--- src/hw/ddbl_defines.vh ---
// Constants for the dual converter byte-latch host controller.
`ifndef DDBL_DEFINES_VH
`define DDBL_DEFINES_VH

// ----------------------------------------------------------------
// Register offsets (byte addresses, one 32-bit word each)
// ----------------------------------------------------------------
`define DDBL_ADR_CMD 4'h0
`define DDBL_ADR_WORD_A 4'h4
`define DDBL_ADR_WORD_B 4'h8
`define DDBL_ADR_STATUS 4'hc

// ----------------------------------------------------------------
// Command register fields
// ----------------------------------------------------------------
`define DDBL_CMD_CHAN_A 0
`define DDBL_CMD_CHAN_B 1
`define DDBL_CMD_SERIAL 2
`define DDBL_CMD_LOW_FIRST 3
`define DDBL_CMD_CLEAR 4
`define DDBL_CMD_W 5

// ----------------------------------------------------------------
// Status register fields
// ----------------------------------------------------------------
`define DDBL_STA_BUSY 0
`define DDBL_STA_REFUSED 1

// ----------------------------------------------------------------
// Reset values
// ----------------------------------------------------------------
`define DDBL_RST_CMD 5'h00
`define DDBL_RST_WORD 16'h0000

// ----------------------------------------------------------------
// Timing: each pin phase lasts 13 cycles (52 ns), a whole strobe step 156 ns
// ----------------------------------------------------------------
`define DDBL_CLK_PERIOD_NS 4
`define DDBL_T_PHASE_NS 50
`define DDBL_PHASE_CYC \
    ((`DDBL_T_PHASE_NS + `DDBL_CLK_PERIOD_NS - 1) / `DDBL_CLK_PERIOD_NS)

// ----------------------------------------------------------------
// Step counts
// ----------------------------------------------------------------
`define DDBL_PAR_LAST_STEP 5'h02
`define DDBL_SER_LAST_STEP 5'h10

`endif

--- src/hw/ddbl_host.v ---
// Host controller driving a dual 16-bit converter's byte-latch pins.
//
// Function
// - Each word goes as two bytes, either order.
// - Serial: one bit per strobe, MSB first.
// - Latch toggling stays below 10 MHz.
// - At least 20 ns between successive strobes.
// - Serial bits clocked below 10 MHz.
`timescale 1ns/100ps
`default_nettype none
`include "ddbl_defines.vh"

module ddbl_host (
    input wire clk_i,                      // System clock, 250 MHz.
    input wire rst_i,                      // Synchronous reset, high.
    input wire wb_cyc_i,                   // Wishbone cycle.
    input wire wb_stb_i,                   // Wishbone strobe.
    input wire wb_we_i,                    // Wishbone write enable.
    input wire [3:0] wb_adr_i,             // Wishbone byte address.
    input wire [3:0] wb_sel_i,             // Wishbone byte lanes.
    input wire [31:0] wb_dat_i,            // Wishbone write data.
    output reg [31:0] wb_dat_o,            // Wishbone read data.
    output reg wb_ack_o,                   // Wishbone acknowledge.
    output reg [7:0] data_o,               // Shared byte-wide data pins.
    output reg low_byte_latch_en_n_o,      // Low byte latch enable.
    output reg high_byte_latch_en_n_o,     // High byte latch enable.
    output reg converter_latch_en_n_o,     // Converter latch enable.
    output reg wr_a_n_o,                   // Channel A write strobe.
    output reg cs_a_n_o,                   // Channel A chip select.
    output reg wr_b_n_o,                   // Channel B write strobe.
    output reg cs_b_n_o,                   // Channel B chip select.
    output reg zero_all_n_o,               // Clear line.
    output reg busy_o                      // Sequence in progress.
);

    // ------------------------------------------------------------
    // Local constants
    // ------------------------------------------------------------
    localparam [3:0] ST_IDLE = 4'h1;
    localparam [3:0] ST_SETUP = 4'h2;
    localparam [3:0] ST_STROBE = 4'h4;
    localparam [3:0] ST_HOLD = 4'h8;
    localparam integer PHASE_LAST_I = `DDBL_PHASE_CYC - 1;
    localparam [4:0] PHASE_LAST = PHASE_LAST_I[4:0];

    // ------------------------------------------------------------
    // State
    // ------------------------------------------------------------
    reg [`DDBL_CMD_W-1:0] cmd_reg;
    reg [15:0] word_a_reg;
    reg [15:0] word_b_reg;
    reg refused_reg;
    reg [3:0] state_reg;
    reg [4:0] tmr_reg;
    reg [4:0] step_reg;
    reg chan_reg;
    reg pend_b_reg;
    reg ser_reg;
    reg lofirst_reg;
    reg clr_reg;

    // Bus request decode; writes take effect on the acknowledged edge.
    wire req = wb_cyc_i & wb_stb_i;
    wire wr_take = req & wb_ack_o & wb_we_i;
    wire cmd_wr = wr_take & (wb_adr_i == `DDBL_ADR_CMD) & wb_sel_i[0];
    wire sta_wr = wr_take & (wb_adr_i == `DDBL_ADR_STATUS) & wb_sel_i[0];
    wire [1:0] cmd_ch = {wb_dat_i[`DDBL_CMD_CHAN_B],
                         wb_dat_i[`DDBL_CMD_CHAN_A]};
    wire cmd_clr = wb_dat_i[`DDBL_CMD_CLEAR];
    wire cmd_go = cmd_clr | (|cmd_ch);
    wire start = cmd_wr & cmd_go & ~busy_o;
    wire refuse = cmd_wr & cmd_go & busy_o;

    // Pin pattern of the current step.
    wire [15:0] word_sel = chan_reg ? word_b_reg : word_a_reg;
    wire [15:0] ser_sh = word_sel << step_reg;
    wire [4:0] last_step = ser_reg ? `DDBL_SER_LAST_STEP
                                   : `DDBL_PAR_LAST_STEP;
    wire is_xfer = (step_reg == last_step);
    wire par_lo = (step_reg == 5'h00) ? lofirst_reg : ~lofirst_reg;
    reg [7:0] pat_data;
    reg pat_lo_n;
    reg pat_hi_n;
    reg pat_cv_n;

    // ------------------------------------------------------------
    // Step decode
    // ------------------------------------------------------------
    // Works out enables and data for the step being driven.
    always @* begin
        pat_data = 8'h00;
        pat_lo_n = 1'b1;
        pat_hi_n = 1'b1;
        pat_cv_n = 1'b1;
        if (is_xfer) begin
            pat_cv_n = 1'b0;
        end else if (ser_reg) begin
            pat_lo_n = 1'b0;
            pat_hi_n = 1'b0;
            pat_data = {7'h00, ser_sh[15]};
        end else if (par_lo) begin
            pat_lo_n = 1'b0;
            pat_data = word_sel[7:0];
        end else begin
            pat_hi_n = 1'b0;
            pat_data = word_sel[15:8];
        end
    end

    // ------------------------------------------------------------
    // Wishbone slave
    // ------------------------------------------------------------
    // Answers every request one cycle later; unmapped reads give zero.
    always @(posedge clk_i) begin
        if (rst_i) begin
            wb_ack_o <= 1'b0;
            wb_dat_o <= 32'h0000_0000;
        end else begin
            wb_ack_o <= req & ~wb_ack_o;
            if (req & ~wb_ack_o) begin
                case (wb_adr_i)
                    `DDBL_ADR_CMD: wb_dat_o <= {27'h0, cmd_reg};
                    `DDBL_ADR_WORD_A: wb_dat_o <= {16'h0, word_a_reg};
                    `DDBL_ADR_WORD_B: wb_dat_o <= {16'h0, word_b_reg};
                    `DDBL_ADR_STATUS: wb_dat_o <= {30'h0, refused_reg,
                                                   busy_o};
                    default: wb_dat_o <= 32'h0000_0000;
                endcase
            end
        end
    end

    // Software registers; twos complement words are kept as written.
    always @(posedge clk_i) begin
        if (rst_i) begin
            cmd_reg <= `DDBL_RST_CMD;
            word_a_reg <= `DDBL_RST_WORD;
            word_b_reg <= `DDBL_RST_WORD;
            refused_reg <= 1'b0;
        end else begin
            if (cmd_wr) begin
                cmd_reg <= wb_dat_i[`DDBL_CMD_W-1:0];
            end
            if (wr_take & (wb_adr_i == `DDBL_ADR_WORD_A)) begin
                if (wb_sel_i[0]) word_a_reg[7:0] <= wb_dat_i[7:0];
                if (wb_sel_i[1]) word_a_reg[15:8] <= wb_dat_i[15:8];
            end
            if (wr_take & (wb_adr_i == `DDBL_ADR_WORD_B)) begin
                if (wb_sel_i[0]) word_b_reg[7:0] <= wb_dat_i[7:0];
                if (wb_sel_i[1]) word_b_reg[15:8] <= wb_dat_i[15:8];
            end
            // A new refusal wins over a clear in the same cycle.
            if (refuse) begin
                refused_reg <= 1'b1;
            end else if (sta_wr & wb_dat_i[`DDBL_STA_REFUSED]) begin
                refused_reg <= 1'b0;
            end
        end
    end

    // ------------------------------------------------------------
    // Pin sequencer
    // ------------------------------------------------------------
    // Each step is setup, strobe low and hold, 13 cycles (52 ns) apiece.
    always @(posedge clk_i) begin
        if (rst_i) begin
            state_reg <= ST_IDLE;
            tmr_reg <= 5'h00;
            step_reg <= 5'h00;
            chan_reg <= 1'b0;
            pend_b_reg <= 1'b0;
            ser_reg <= 1'b0;
            lofirst_reg <= 1'b0;
            clr_reg <= 1'b0;
            busy_o <= 1'b0;
            data_o <= 8'h00;
            low_byte_latch_en_n_o <= 1'b1;
            high_byte_latch_en_n_o <= 1'b1;
            converter_latch_en_n_o <= 1'b1;
            wr_a_n_o <= 1'b1;
            cs_a_n_o <= 1'b1;
            wr_b_n_o <= 1'b1;
            cs_b_n_o <= 1'b1;
            zero_all_n_o <= 1'b1;
        end else begin
            case (state_reg)
                ST_IDLE: begin
                    if (start) begin
                        busy_o <= 1'b1;
                        clr_reg <= cmd_clr;
                        ser_reg <= wb_dat_i[`DDBL_CMD_SERIAL];
                        lofirst_reg <= wb_dat_i[`DDBL_CMD_LOW_FIRST];
                        chan_reg <= ~cmd_ch[0];
                        pend_b_reg <= cmd_ch[0] & cmd_ch[1];
                        step_reg <= 5'h00;
                        tmr_reg <= 5'h00;
                        state_reg <= ST_SETUP;
                    end
                end
                ST_SETUP: begin
                    if (~clr_reg) begin
                        data_o <= pat_data;
                        low_byte_latch_en_n_o <= pat_lo_n;
                        high_byte_latch_en_n_o <= pat_hi_n;
                        converter_latch_en_n_o <= pat_cv_n;
                        cs_a_n_o <= chan_reg;
                        cs_b_n_o <= ~chan_reg;
                    end
                    tmr_reg <= tmr_reg + 5'h01;
                    if (tmr_reg == PHASE_LAST) begin
                        tmr_reg <= 5'h00;
                        state_reg <= ST_STROBE;
                        if (clr_reg) begin
                            zero_all_n_o <= 1'b0;
                        end else begin
                            wr_a_n_o <= chan_reg;
                            wr_b_n_o <= ~chan_reg;
                        end
                    end
                end
                ST_STROBE: begin
                    tmr_reg <= tmr_reg + 5'h01;
                    if (tmr_reg == PHASE_LAST) begin
                        tmr_reg <= 5'h00;
                        state_reg <= ST_HOLD;
                        zero_all_n_o <= 1'b1;
                        wr_a_n_o <= 1'b1;
                        wr_b_n_o <= 1'b1;
                    end
                end
                ST_HOLD: begin
                    // Strobe high this long keeps the rate legal.
                    tmr_reg <= tmr_reg + 5'h01;
                    if (tmr_reg == PHASE_LAST) begin
                        tmr_reg <= 5'h00;
                        if (~clr_reg & ~is_xfer) begin
                            step_reg <= step_reg + 5'h01;
                            state_reg <= ST_SETUP;
                        end else if (~clr_reg & pend_b_reg) begin
                            pend_b_reg <= 1'b0;
                            chan_reg <= 1'b1;
                            step_reg <= 5'h00;
                            cs_a_n_o <= 1'b1;
                            state_reg <= ST_SETUP;
                        end else begin
                            busy_o <= 1'b0;
                            data_o <= 8'h00;
                            low_byte_latch_en_n_o <= 1'b1;
                            high_byte_latch_en_n_o <= 1'b1;
                            converter_latch_en_n_o <= 1'b1;
                            cs_a_n_o <= 1'b1;
                            cs_b_n_o <= 1'b1;
                            state_reg <= ST_IDLE;
                        end
                    end
                end
                default: begin
                    state_reg <= ST_IDLE;
                end
            endcase
        end
    end

endmodule
`default_nettype wire
--- config.mk ---
export PLATFORM = sky130hd
export DESIGN_NAME = ddbl_host
export DESIGN_NICKNAME = d
export VERILOG_FILES = /design/src/hw/ddbl_host.v
export VERILOG_INCLUDE_DIRS = /design/src /design/src/hw
export SDC_FILE = /design/constraint.sdc
export NUM_CORES = 1
export LEC_CHECK = 0
export BUFFER_PORTS_ARGS = -buffer_cell sky130_fd_sc_hd__clkbuf_2
export CELL_PAD_IN_SITES_DETAIL_PLACEMENT = 1
export CELL_PAD_IN_SITES_GLOBAL_PLACEMENT = 2
export CORE_ASPECT_RATIO = 0.9
export CORE_MARGIN = 1.5
export CORE_UTILIZATION = 35
export DETAILED_ROUTE_END_ITERATION = 8
export PLACE_DENSITY = 0.92
export SLEW_MARGIN = 15
export SYNTH_ARGS = -nofsm -noshare
export SYNTH_HDL_FRONTEND = slang
export SYNTH_SLANG_ARGS = --single-unit
export TNS_END_PERCENT = 30
--- constraint.sdc ---
create_clock -name clk_i -period 4.9 [get_ports clk_i]
set_clock_uncertainty 0.1 [all_clocks]
set_input_delay 1.47 -clock clk_i [delete_from_list [all_inputs] [get_ports clk_i]]
set_output_delay 1.47 -clock clk_i [all_outputs]
set_load 0.02 [all_outputs]
Word level (Yosys, flattened, before mapping)
Index checks and enable logic that the tools add are counted.
{ "totals": {"input_bits": 45, "output_inout_bits": 50, "reg_bits": 107, "elab_cells": 169} }
{ "op_classes": {"n_eq_ne": 19, "n_shift": 1, "n_bitwise": 25, "reduce_logical": 23, "muxes": 73, "addsub": 2} }
{ "ops": {"columns": ["cell", "n"], "rows": [
  ["16-bit case mux with 4 select lines", 1],
  ["8-bit 2-to-1 mux", 7],
  ["1-bit 2-to-1 mux", 37],
  ["5-bit 2-to-1 mux", 6],
  ["1-bit case mux with 2 select lines", 11],
  ["5-bit case mux with 2 select lines", 2],
  ["4-bit AND reduction", 5],
  ["2-bit inequality test, second input constant", 9],
  ["1-bit bitwise AND", 17],
  ["16-bit 2-to-1 mux", 1],
  ["4-bit 2-to-1 mux", 4],
  ["4-bit case mux with 4 select lines", 1],
  ["8-bit case mux with 2 select lines", 1],
  ["16-bit by 5-bit left shift with 16-bit output", 1],
  ["5-bit AND reduction", 3],
  ["4-bit == test, second input constant", 3],
  ["2-bit AND reduction", 6],
  ["5-bit by 1-bit adder with 5-bit output, second input constant", 2],
  ["2-bit nonzero test", 5],
  ["4-bit by 3-bit == test with 1-bit output, second input constant", 2],
  ["1-bit NOT", 7],
  ["5-bit by 4-bit == test with 1-bit output, second input constant", 1],
  ["5-bit == test", 1],
  ["5-bit logical NOT", 1],
  ["other kinds (8)", 9]
]} }

Logic depth before layout (Yosys ltp)
Gate-level depths: netlist (run 1).
{ "depth": {"ltp_word": 9, "ltp_mapped": 9, "ltp_nobuf": 8} }

Worst setup path after synthesis (run 1)
OpenSTA, ideal clock, no wires.
{ "synth_timing": {"path_type": "input port to flip-flop", "startpoint": "input port wb_adr_i[3]", "endpoint": "register pend_b_reg", "required_ns": 4.668, "setup_slack_ns": 1.701, "arrival_time_ns": 2.966, "stages": 7, "setup_ns": 0.132, "n_path_buf": 1, "cell_sequence": "clkbuf_1 > nor4_1 > nand3_2 > nor2_2 > o21ai_2 > o21ai_1 > a21oi_1"} }
{ "synth_between": {"elab_chain_cells": 7} }
{ "synth_rtl": {"columns": ["element", "line", "rtl"], "rows": [
  ["start, declared", "ddbl_host.v:19", "input wire [3:0] wb_adr_i,"],
  ["4-bit logical NOT", null, null],
  ["1-bit bitwise AND (2 in a row)", "ddbl_host.v:65", "wire cmd_wr = wr_take & (wb_adr_i == `DDBL_ADR_CMD) & wb_sel_i[0];"],
  ["1-bit bitwise AND (2 in a row)", "ddbl_host.v:71", "wire start = cmd_wr & cmd_go & ~busy_o;"],
  ["2-bit inequality test (no source line)", null, null],
  ["5-bit AND reduction (no source line)", null, null],
  ["end signal, assigned", "ddbl_host.v:194", "pend_b_reg <= cmd_ch[0] & cmd_ch[1];"],
  ["end, declared", "ddbl_host.v:57", "reg pend_b_reg;"]
]} }
Every way passes these cells.
A chain may end at the register's enable or synchronous reset.

Worst setup path in the final report (run 1)
{ "layout_timing": {"startpoint": "input port wb_adr_i[2]", "endpoint": "register pend_b_reg"} }
The elaborated chain is that of the path after synthesis.

==> results.cfg, run 1 <==
[clock_tree]
cts-root-to-sink-buffers = 2
cts.sink_count = 91
ctsHoldBuffers = 0
clkLatencyLatePin_ns = 0.35
clkSlewWorstSetupHoldPaths_ns = 0.07
htree_num_levels = 3
numCtsBuffers = 9
cts_setup_buffers = 0
tritoncts = built
cts_root_buf = sky130_fd_sc_hd__clkbuf_16
postCtsResizedCells = 0

[route]
vias = 4026
remaining_drc_errors = 0
vias_per_cell = 5.69
drtIter0Drc = 215
routedWlPerCell_um = 18.2
route.antenna.remaining_nets = 0
drt_pre_antenna_iters = 5
drt_wl_total_um = 12900

[global_routing]
grt_pass1_wl_um = 20700
first_global_vias = 4032
antenna_found_initial = 0
groute.usage.overall_pct = 20.0
globalRouteOverflowTotal = 0
maximum_number_of_pins_on_one_net_before_global_route_repair = 56

[synthesis]
synth_area_per_cell_um2 = 8.91
synthFlopType = sky130_fd_sc_hd__dfxtp_1
syn-instance-count = 502
synth.cell_area_um2 = 4470
yosysWarningCount = 0
synthesis_stage_register_bit_count = 91
top_area_cell_type_share_of_the_netlist_area_pct = 40.7
sequential_cell_area_fraction_in_the_yosys_report_pct = 40.7
asyncSetResetFlopFracSynth_pct = 0
synth.most_common_cell = sky130_fd_sc_hd__dfxtp_1
synth_top_cells_by_area = sky130_fd_sc_hd__dfxtp_1 (41%), sky130_fd_sc_hd__mux4_2 (6.5%), sky130_fd_sc_hd__nor2_1 (5.0%)
synth_edf_count = 0
ys_top_cells_by_count = sky130_fd_sc_hd__dfxtp_1 (91), sky130_fd_sc_hd__nor2_1 (60), sky130_fd_sc_hd__nand2_1 (47), sky130_fd_sc_hd__a21oi_1 (44), sky130_fd_sc_hd__nand3_1 (32)
synth.lib_cells_used.distinct = 59
post-synth-top-area-cell = sky130_fd_sc_hd__dfxtp_1

[timing]
fin_crit_ns = 3.26
finalHoldViolations = 0
setup_tns_ns = 0
fin_worst_hold_slack_ns = 0.381
worst_slack_ns = 1.64
tightest_slew_ns = 1.03
relSlewSlack_pct = 31.3
setup_viol_count_final = 0
achievable-frequency_ghz = 0.307
maxSlewViolCount = 0
final_min_period_over_clock_period_pct = 66.6
setup_repair_after_global_routing_missed_its_margin = no

[final_layout]
multiInputGateArea_um2 = 2450
final-seq-area_um2 = 1820
nets = 592
syn2layout_area_growth_pct = 14.8
layout.filler_cells = 1463
diodes = 0
drive_above_1_share_pct = 19.9

[die]
dieHeight_um = 110
die_width_um = 122
start_util_pct = 36.5
num_io_pins = 95
fp.coreArea_um2 = 12300
design.die.area_um2 = 13500
placement_rows = 38

[setup_path]
setup.reg_to_reg.worst_slack_ns = 1.98
critPathKind = input pin to flip-flop
worst-endpoint-arrival_ns = 3.35
worst_r2r_endpoint = data_o[0]$_SDFFE_PP0P_
crit_path_max_fanout = 10
r2r_start = step_reg[1]$_SDFFE_PP0P_
end_kind = flip-flop
cp_data_required_time_ns = 4.99
setup.worst_path.start_class = input pin
r2r_cells = 8

[place]
dp_worst_setup_slack_ns = 1.28
dp_hpwl_um = 9350
number_of_i_o_port_buffers = 60
place_congestion = 0.803

[min_path]
worst_hold_path.endpoint = refused_reg$_SDFFE_PP0P_
min_path_cells = 2
startpoint_of_the_worst_hold_path = refused_reg$_SDFFE_PP0P_
hold_path_class = flip-flop to flip-flop

[flow_run]
cap_viol_max_count = 0

[power]
power.ir.vdd_worst_v = 0.000154
p_leak_nw = 1.97
power_per_cell_area_nw_per_um2 = 303

[outcome]
run_status = completed
cells by family after synthesis:
group                    synth area share [%]
AND/OR/NAND/NOR                          22.5
AO/OA/AOI/OAI                            16.2
flip-flops                               40.7
buffers and inverters                    6.12
multiplexers                             12.6
adder cells (fa/ha/maj)                  1.12
XOR/XNOR                                0.755
other                                  0.0838
worst max path at each step:
stage | slack (ns) | start | endpoint
after floorplan | 1.70 | wb_adr_i[3] | pend_b_reg$_SDFFE_PP0P_
after global placement | 1.33 | wb_adr_i[2] | pend_b_reg$_SDFFE_PP0P_
after detailed placement | 1.28 | wb_adr_i[2] | pend_b_reg$_SDFFE_PP0P_
after CTS | 1.64 | wb_adr_i[2] | pend_b_reg$_SDFFE_PP0P_
after global routing | 1.37 | wb_adr_i[2] | pend_b_reg$_SDFFE_PP0P_
final | 1.64 | wb_adr_i[2] | pend_b_reg$_SDFFE_PP0P_
layout make-up:
type                    count  share of cell area, %
flip-flops and latches     91                   35.5
well taps                 160                   3.90
repair buffers             64                   6.43
clock inverters             5                   1.19
multi-input cells         370                   47.6
inverters                   7                  0.511
clock buffers              11                   4.92
power breakdown:
part           switching, mW  internal, mW  leakage, nW
clock                  0.299         0.424        0.144
combinational         0.0600        0.0231         1.09
sequential           0.00324         0.745        0.735
cell usage in the layout (no fill, tap or decap), types with 7 or more instances in the layout:
master,instances
sky130_fd_sc_hd__mux4_2,13
sky130_fd_sc_hd__clkbuf_2,59
sky130_fd_sc_hd__nand2_1,47
sky130_fd_sc_hd__nand2b_1,7
sky130_fd_sc_hd__clkbuf_16,9
sky130_fd_sc_hd__mux2i_1,19
sky130_fd_sc_hd__nor2_1,60
sky130_fd_sc_hd__a21oi_1,44
sky130_fd_sc_hd__conb_1,16
sky130_fd_sc_hd__nand3_1,32
sky130_fd_sc_hd__a221oi_1,11
sky130_fd_sc_hd__a22o_1,7
sky130_fd_sc_hd__nor3_1,18
sky130_fd_sc_hd__a22oi_1,8
sky130_fd_sc_hd__dfxtp_1,91
sky130_fd_sc_hd__o21ai_0,7
critical path, stage by stage:
cell                       delay [ns]
sky130_fd_sc_hd__clkbuf_2        0.18
sky130_fd_sc_hd__nor4_1          0.48
sky130_fd_sc_hd__nand3_2         0.31
sky130_fd_sc_hd__nor2_2          0.45
sky130_fd_sc_hd__o21ai_2         0.21
sky130_fd_sc_hd__o21ai_1         0.17
sky130_fd_sc_hd__a21oi_1         0.07
layer usage:
| metal | up-vias | part of all wire (%) | GRT usage [%] |
|---|---|---|---|
| li1 | 1893 | - | - |
| met1 | 2009 | 46 | 26.4 |
| met2 | 109 | 47 | 32.4 |
| met3 | 15 | 5.8 | 5.30 |
| met4 | 0 | 1.3 | 5.48 |
| met5 | - | 0 | 0 |
per-stage QoR:
| stage | instance area [µm²] | util, % | std cells | total power [mW] |
|---|---|---|---|---|
| finish | 5140 | 41.9 | 708 | 1.55 |
| global route | 5140 | 41.9 | 708 | 1.61 |
| CTS | 5140 | 41.9 | 708 | 1.57 |
| detailed placement | 4820 | 39.3 | 692 | 0.849 |
| global placement | 4820 | 39.3 | 692 | 0.846 |
| floorplan | 4530 | - | 517 | 0.827 |
(Power assumes the default switching activity.)
==> inputs of run 2 (changes only) <==
--- a/config.mk
+++ b/config.mk
@@ -11,9 +11,9 @@
 export CELL_PAD_IN_SITES_GLOBAL_PLACEMENT = 2
 export CORE_ASPECT_RATIO = 0.9
 export CORE_MARGIN = 1.5
-export CORE_UTILIZATION = 35
+export CORE_UTILIZATION = 33
 export DETAILED_ROUTE_END_ITERATION = 8
-export PLACE_DENSITY = 0.92
+export PLACE_DENSITY = 0.87
 export SLEW_MARGIN = 15
 export SYNTH_ARGS = -nofsm -noshare
 export SYNTH_HDL_FRONTEND = slang
==> constraint.sdc (replaced) <==
create_clock -name clk_i -period 3.17 [get_ports clk_i]
set_clock_uncertainty 0.1 [all_clocks]
set_input_delay 0.951 -clock clk_i [delete_from_list [all_inputs] [get_ports clk_i]]
set_output_delay 0.951 -clock clk_i [all_outputs]
set_load 0.02 [all_outputs]
==> run 2 against run 1 <==
Net effect:
- the run now ends with DRC left
- final area up 2.0%
- sequential power grew 55%
- routed wire length up 2.2%
- clock-buffer cell count stayed put
- utilization shrank 2.5 points
- sequential share of layout area shrank 0.70 points
- via count did not move
- non-clock buffer count is 12 higher
- register-to-register slack got worse by 1.3 ns
- worst setup slack worse by 0.91 ns
- die area rose by 5.9%
- global-route usage shrank 0.58 points
- largest power group is now the clock network
==> results.cfg, run 2 (same netlist as run 1, synthesis figures left out) <==
[setup_path]
critical_path.max_stage_delay_ns = 0.52
critPathSlowestCell = sky130_fd_sc_hd__or3b_2
crit_path_max_fanout = 8
r2r_start = ser_reg$_SDFFE_PP0P_
worst-endpoint-arrival_ns = 2.58
cp_top_family = compound AO/OA/AOI/OAI gates
critPathKind = flip-flop to flip-flop
cp_data_required_time_ns = 3.31
crit_buf_inv = 0
critical_path.startpoint = ser_reg$_SDFFE_PP0P_
setup.worst_path.start_class = flip-flop
critical_path.cell_chain = or3b_2, a211oi_1, o21ai_1, nand2_1, nor2_1, a22o_1
end_kind = flip-flop

[timing]
relSlewSlack_pct = 40.1
fin_crit_ns = 2.44
achievable-frequency_ghz = 0.410
maxSlewViolCount = 0
setup_viol_count_final = 0
tightest_slew_ns = 0.887
finalHoldViolations = 0
final_min_period_over_clock_period_pct = 77.0
setup_repair_after_global_routing_missed_its_margin = no
setup_tns_ns = 0

[route]
drt_pre_antenna_iters = 6
drtIter0Drc = 218
drt_wl_total_um = 13200
remaining_drc_errors = 3
vias_per_cell = 5.54
vias = 4026
route.antenna.remaining_nets = 0
routedWlPerCell_um = 18.2

[place]
dp_hpwl_um = 9790
place_congestion = 0.849
dpl.cell_count = 712
number_of_i_o_port_buffers = 60

[power]
power.ir.vdd_worst_v = 0.000230
p_leak_nw = 2.03
power_per_cell_area_nw_per_um2 = 468

[clock_tree]
numCtsBuffers = 9
ctsHoldBuffers = 0
cts_setup_buffers = 0
tritoncts = built
postCtsResizedCells = 0
clkLatencyLatePin_ns = 0.35
clkSlewWorstSetupHoldPaths_ns = 0.06
htree_num_levels = 3
cts.sink_count = 91
cts-root-to-sink-buffers = 2
cts_root_buf = sky130_fd_sc_hd__clkbuf_16

[min_path]
startpoint_of_the_worst_hold_path = refused_reg$_SDFFE_PP0P_
hold_path_class = flip-flop to flip-flop

[die]
placement_rows = 40
die_width_um = 126
fp.coreArea_um2 = 13300
design.die.area_um2 = 14300
start_util_pct = 33.6
num_io_pins = 95
dieHeight_um = 113

[global_routing]
grt_pass1_wl_um = 21800
maximum_number_of_pins_on_one_net_before_global_route_repair = 34
groute.usage.overall_pct = 19.4
antenna_found_initial = 0
first_global_vias = 4077
globalRouteOverflowTotal = 0

[final_layout]
diodes = 0
nets = 604
drive_above_1_share_pct = 21.3
layout_common_cells = sky130_fd_sc_hd__dfxtp_1 (91), sky130_fd_sc_hd__nor2_1 (60), sky130_fd_sc_hd__clkbuf_2 (60), sky130_fd_sc_hd__nand2_1 (47), sky130_fd_sc_hd__a21oi_1 (44)
layout_commonest_cell = sky130_fd_sc_hd__dfxtp_1
instances_no_fill = 727
syn2layout_area_growth_pct = 17.2

[flow_run]
cap_viol_max_count = 0

[outcome]
failed_checks = DRC
run_status = finished with violations
[run 2: cell types whose count changed in the layout (fill, tap and decap cells not counted), sizes merged]
cell,delta
clkinv,-1
clkinvlp,-1
bufinv,+1
buf,+11
clkbuf,+1
[run 2: area by class of cell]
type | instances | area (µm²)
Clock buffer | 11 | 243
Clock inverter | 4 | 75.1
Fill cell | 1571 | 8070
Inverter | 7 | 26.3
Multi-Input combinational cell | 370 | 2450
Sequential cell | 91 | 1820
Tap cell | 168 | 210
Timing Repair Buffer | 76 | 420
[run 2: per-stage QoR]
stage               power [mW]  instance area [µm²]  hold slack, ns  setup WS (ns)  util, %
finish                    2.45                 5240           0.372          0.730     39.4
global route              2.54                 5240           0.382          0.530     39.4
CTS                       2.48                 5240           0.370          0.719     39.4
detailed placement        1.31                 4920           0.361          0.384     37.0
global placement          1.31                 4920           0.351          0.451     37.0
floorplan                 1.28                 4530           0.335          0.490        -
[run 2: final timing paths]
check,to,slack [ns],cells after the start
min reg2reg,refused_reg$_SDFFE_PP0P_,0.37,2
max reg2reg,data_o[2]$_SDFFE_PP0P_,0.73,6
min,refused_reg$_SDFFE_PP0P_,0.37,2
max,data_o[2]$_SDFFE_PP0P_,0.73,6
[run 2: metal layers]
layer | wire, µm | up-vias | track usage, %
met1 | 6070 | 1997 | 25.6
met4 | 200 | 0 | 6.44
li1 | - | 1908 | -
met3 | 701 | 19 | 4.64
met5 | 0 | - | 0
met2 | 6220 | 102 | 31.4
[run 2: tightest hold or removal path: stages, from the launching register on]
cell and delay [ns]:
sky130_fd_sc_hd__dfxtp_1 0.31, sky130_fd_sc_hd__o41ai_1 0.06, sky130_fd_sc_hd__a21oi_1 0.05
[run 2: power breakdown]
part / total [mW] / switching (mW) / internal (mW)
registers: 1.16 / 0.00540 / 1.15
logic: 0.130 / 0.0926 / 0.0373
clock network: 1.17 / 0.458 / 0.708
total: 2.45 / 0.556 / 1.90
==> inputs of run 3 (changes only) <==
==> constraint.sdc (replaced) <==
create_clock -name clk_i -period 2.51 [get_ports clk_i]
set_clock_uncertainty 0.1 [all_clocks]
set_input_delay 0.753 -clock clk_i [delete_from_list [all_inputs] [get_ports clk_i]]
set_output_delay 0.753 -clock clk_i [all_outputs]
set_load 0.02 [all_outputs]
==> run 3 against run 2 <==
Net effect:
- hold slack improved by 0.0034 ns
- sequential share of layout area decreased by 0.61 points
- utilization grew 0.70 points
- combinational power is 33% higher
- worst setup slack got worse by 0.51 ns
- the flow now finishes without violations
- sequential cell count unchanged
- via count grew 1.3%
- highest routed layer unchanged
- sequential power up 26%
- first-iteration DRC count increased by 2.8%
==> results.cfg, run 3 (same netlist as run 1, synthesis figures left out) <==
[power]
power.share.combinational_pct = 5.8
clk_pwr_share_pct = 45.5
switching_share_pct = 24.0
p_switching_mw = 0.719
power_per_cell_area_nw_per_um2 = 562
power.sequential.fraction_pct = 48.8
p_leak_nw = 2.11
cellInternalPower_mw = 2.28
power.ir.vdd_worst_v = 0.000319

[die]
start_util_pct = 33.6
design.die.area_um2 = 14300
placement_rows = 40
num_io_pins = 95
die_width_um = 126
dieHeight_um = 113
fp.coreArea_um2 = 13300

[global_routing]
first_global_vias = 4063
grt_pass1_wl_um = 21400
antenna_found_initial = 0
groute.usage.overall_pct = 18.9
maximum_number_of_pins_on_one_net_before_global_route_repair = 34
globalRouteOverflowTotal = 0

[final_layout]
layout_common_cells = sky130_fd_sc_hd__dfxtp_1 (91), sky130_fd_sc_hd__nor2_1 (60), sky130_fd_sc_hd__clkbuf_2 (60), sky130_fd_sc_hd__nand2_1 (47), sky130_fd_sc_hd__a21oi_1 (44)
layout.filler_cells = 1581
drive_above_1_share_pct = 23.9
nets = 618
syn2layout_area_growth_pct = 19.3
diodes = 0
multiInputGateArea_um2 = 2460
final_design_area_no_fill_um2 = 5340
layout_commonest_cell = sky130_fd_sc_hd__dfxtp_1
final-seq-area_um2 = 1820

[place]
dp_worst_setup_slack_ns = 0.0877
number_of_i_o_port_buffers = 60
place_congestion = 0.848
dp_hpwl_um = 9860
placed_area_um2 = 5040

[min_path]
hold_path_class = flip-flop to flip-flop
worst_hold_path.endpoint = refused_reg$_SDFFE_PP0P_
startpoint_of_the_worst_hold_path = refused_reg$_SDFFE_PP0P_
min_path_cells = 2

[outcome]
run_status = completed

[setup_path]
crit_path_max_fanout = 5
critPathKind = flip-flop to flip-flop
r2r_cells = 7
crit_buf_inv = 2
r2r_start = step_reg[0]$_SDFFE_PP0P_
setup.reg_to_reg.worst_slack_ns = 0.22
critical_path.cell_chain = inv_1, ha_1, nor4b_4, xnor2_2, buf_4, mux4_1, a22o_1
worst_r2r_endpoint = data_o[7]$_SDFFE_PP0P_
cp_data_required_time_ns = 2.64
setup.worst_path.start_class = flip-flop
cp_top_family = multiplexers
end_kind = flip-flop
worst-endpoint-arrival_ns = 2.43
critPathSlowestCell = sky130_fd_sc_hd__mux4_1
critical_path.max_stage_delay_ns = 0.57

[route]
drt_wl_total_um = 13000
route.antenna.remaining_nets = 0
remaining_drc_errors = 0
vias = 4079
drt_pre_antenna_iters = 7
routedWlPerCell_um = 17.5
drtIter0Drc = 224
vias_per_cell = 5.50

[timing]
tightest_slew_ns = 0.528
finalHoldViolations = 0
fin_crit_ns = 2.29
setup_tns_ns = 0
final_min_period_over_clock_period_pct = 91.3
worst_slack_ns = 0.217
relSlewSlack_pct = 63.9
maxSlewViolCount = 0
setup_viol_count_final = 0
setup_repair_after_global_routing_missed_its_margin = no
achievable-frequency_ghz = 0.436

[clock_tree]
clkSlewWorstSetupHoldPaths_ns = 0.07
cts.sink_count = 91
numCtsBuffers = 9
cts-root-to-sink-buffers = 2
ctsHoldBuffers = 0
htree_num_levels = 3
clkLatencyLatePin_ns = 0.35
tritoncts = built
cts_root_buf = sky130_fd_sc_hd__clkbuf_16

[flow_run]
cap_viol_max_count = 0
run 3: worst reg2reg max path, stage by stage (launching register included):
cell and delay, ns:
sky130_fd_sc_hd__dfxtp_1 0.32, sky130_fd_sc_hd__inv_1 0.09, sky130_fd_sc_hd__ha_1 0.16, sky130_fd_sc_hd__nor4b_4 0.40
sky130_fd_sc_hd__xnor2_2 0.17, sky130_fd_sc_hd__buf_4 0.18, sky130_fd_sc_hd__mux4_1 0.57, sky130_fd_sc_hd__a22o_1 0.20
run 3: worst max path at each step:
stage,startpoint,to,slack (ns),cells after the start
final,step_reg[0]$_SDFFE_PP0P_,data_o[7]$_SDFFE_PP0P_,0.22,7
after CTS,step_reg[2]$_SDFFE_PP0P_,pend_b_reg$_SDFFE_PP0P_,0.15,7
after floorplan,wb_adr_i[3],pend_b_reg$_SDFFE_PP0P_,0.03,7
after detailed placement,wb_dat_i[4],chan_reg$_SDFFE_PP0P_,0.09,7
after global placement,wb_dat_i[4],chan_reg$_SDFFE_PP0P_,0.12,7
after global routing,step_reg[0]$_SDFFE_PP0P_,data_o[7]$_SDFFE_PP0P_,0.08,7
run 3: area by class of cell:
class | instances | share of cell area [%]
Multi-Input combinational cell | 370 | 46.1
Sequential cell | 91 | 34.1
Timing Repair Buffer | 90 | 9.85
Clock buffer | 9 | 4.22
Tap cell | 168 | 3.94
Clock inverter | 7 | 1.29
Inverter | 7 | 0.492
run 3: power groups by stage:
stage / Combinational [mW] / Clock, mW / Sequential (mW)
final: 0.173 / 1.36 / 1.46
after global routing: 0.189 / 1.45 / 1.46
after CTS: 0.174 / 1.40 / 1.46
after detailed placement: 0.174 / 0 / 1.49
after floorplan: 0.106 / 0 / 1.51
after global placement: 0.170 / 0 / 1.49
run 3: metal layers:
| metal | part of all wire [%] | vias up | track usage, % |
|---|---|---|---|
| met5 | 0 | - | 0 |
| li1 | - | 1943 | - |
| met3 | 3.6 | 21 | 3.89 |
| met4 | 2.0 | 0 | 6.59 |
| met1 | 49 | 2026 | 26.2 |
| met2 | 46 | 89 | 29.5 |
run 3: through the flow:
stage	hold slack [ns]	util (%)	total power, mW	cells
global placement	0.349	37.8	1.66	726
detailed placement	0.370	37.8	1.67	726
finish	0.376	40.1	3.00	742
floorplan	0.335	-	1.61	517
global route	0.396	40.1	3.10	742
CTS	0.377	40.0	3.04	742
run 3: timing repair:
item / CTS / global route
setup buffers: 0 / 0
setup endpoints to repair: 0 / 2
resized for setup: 0 / 1
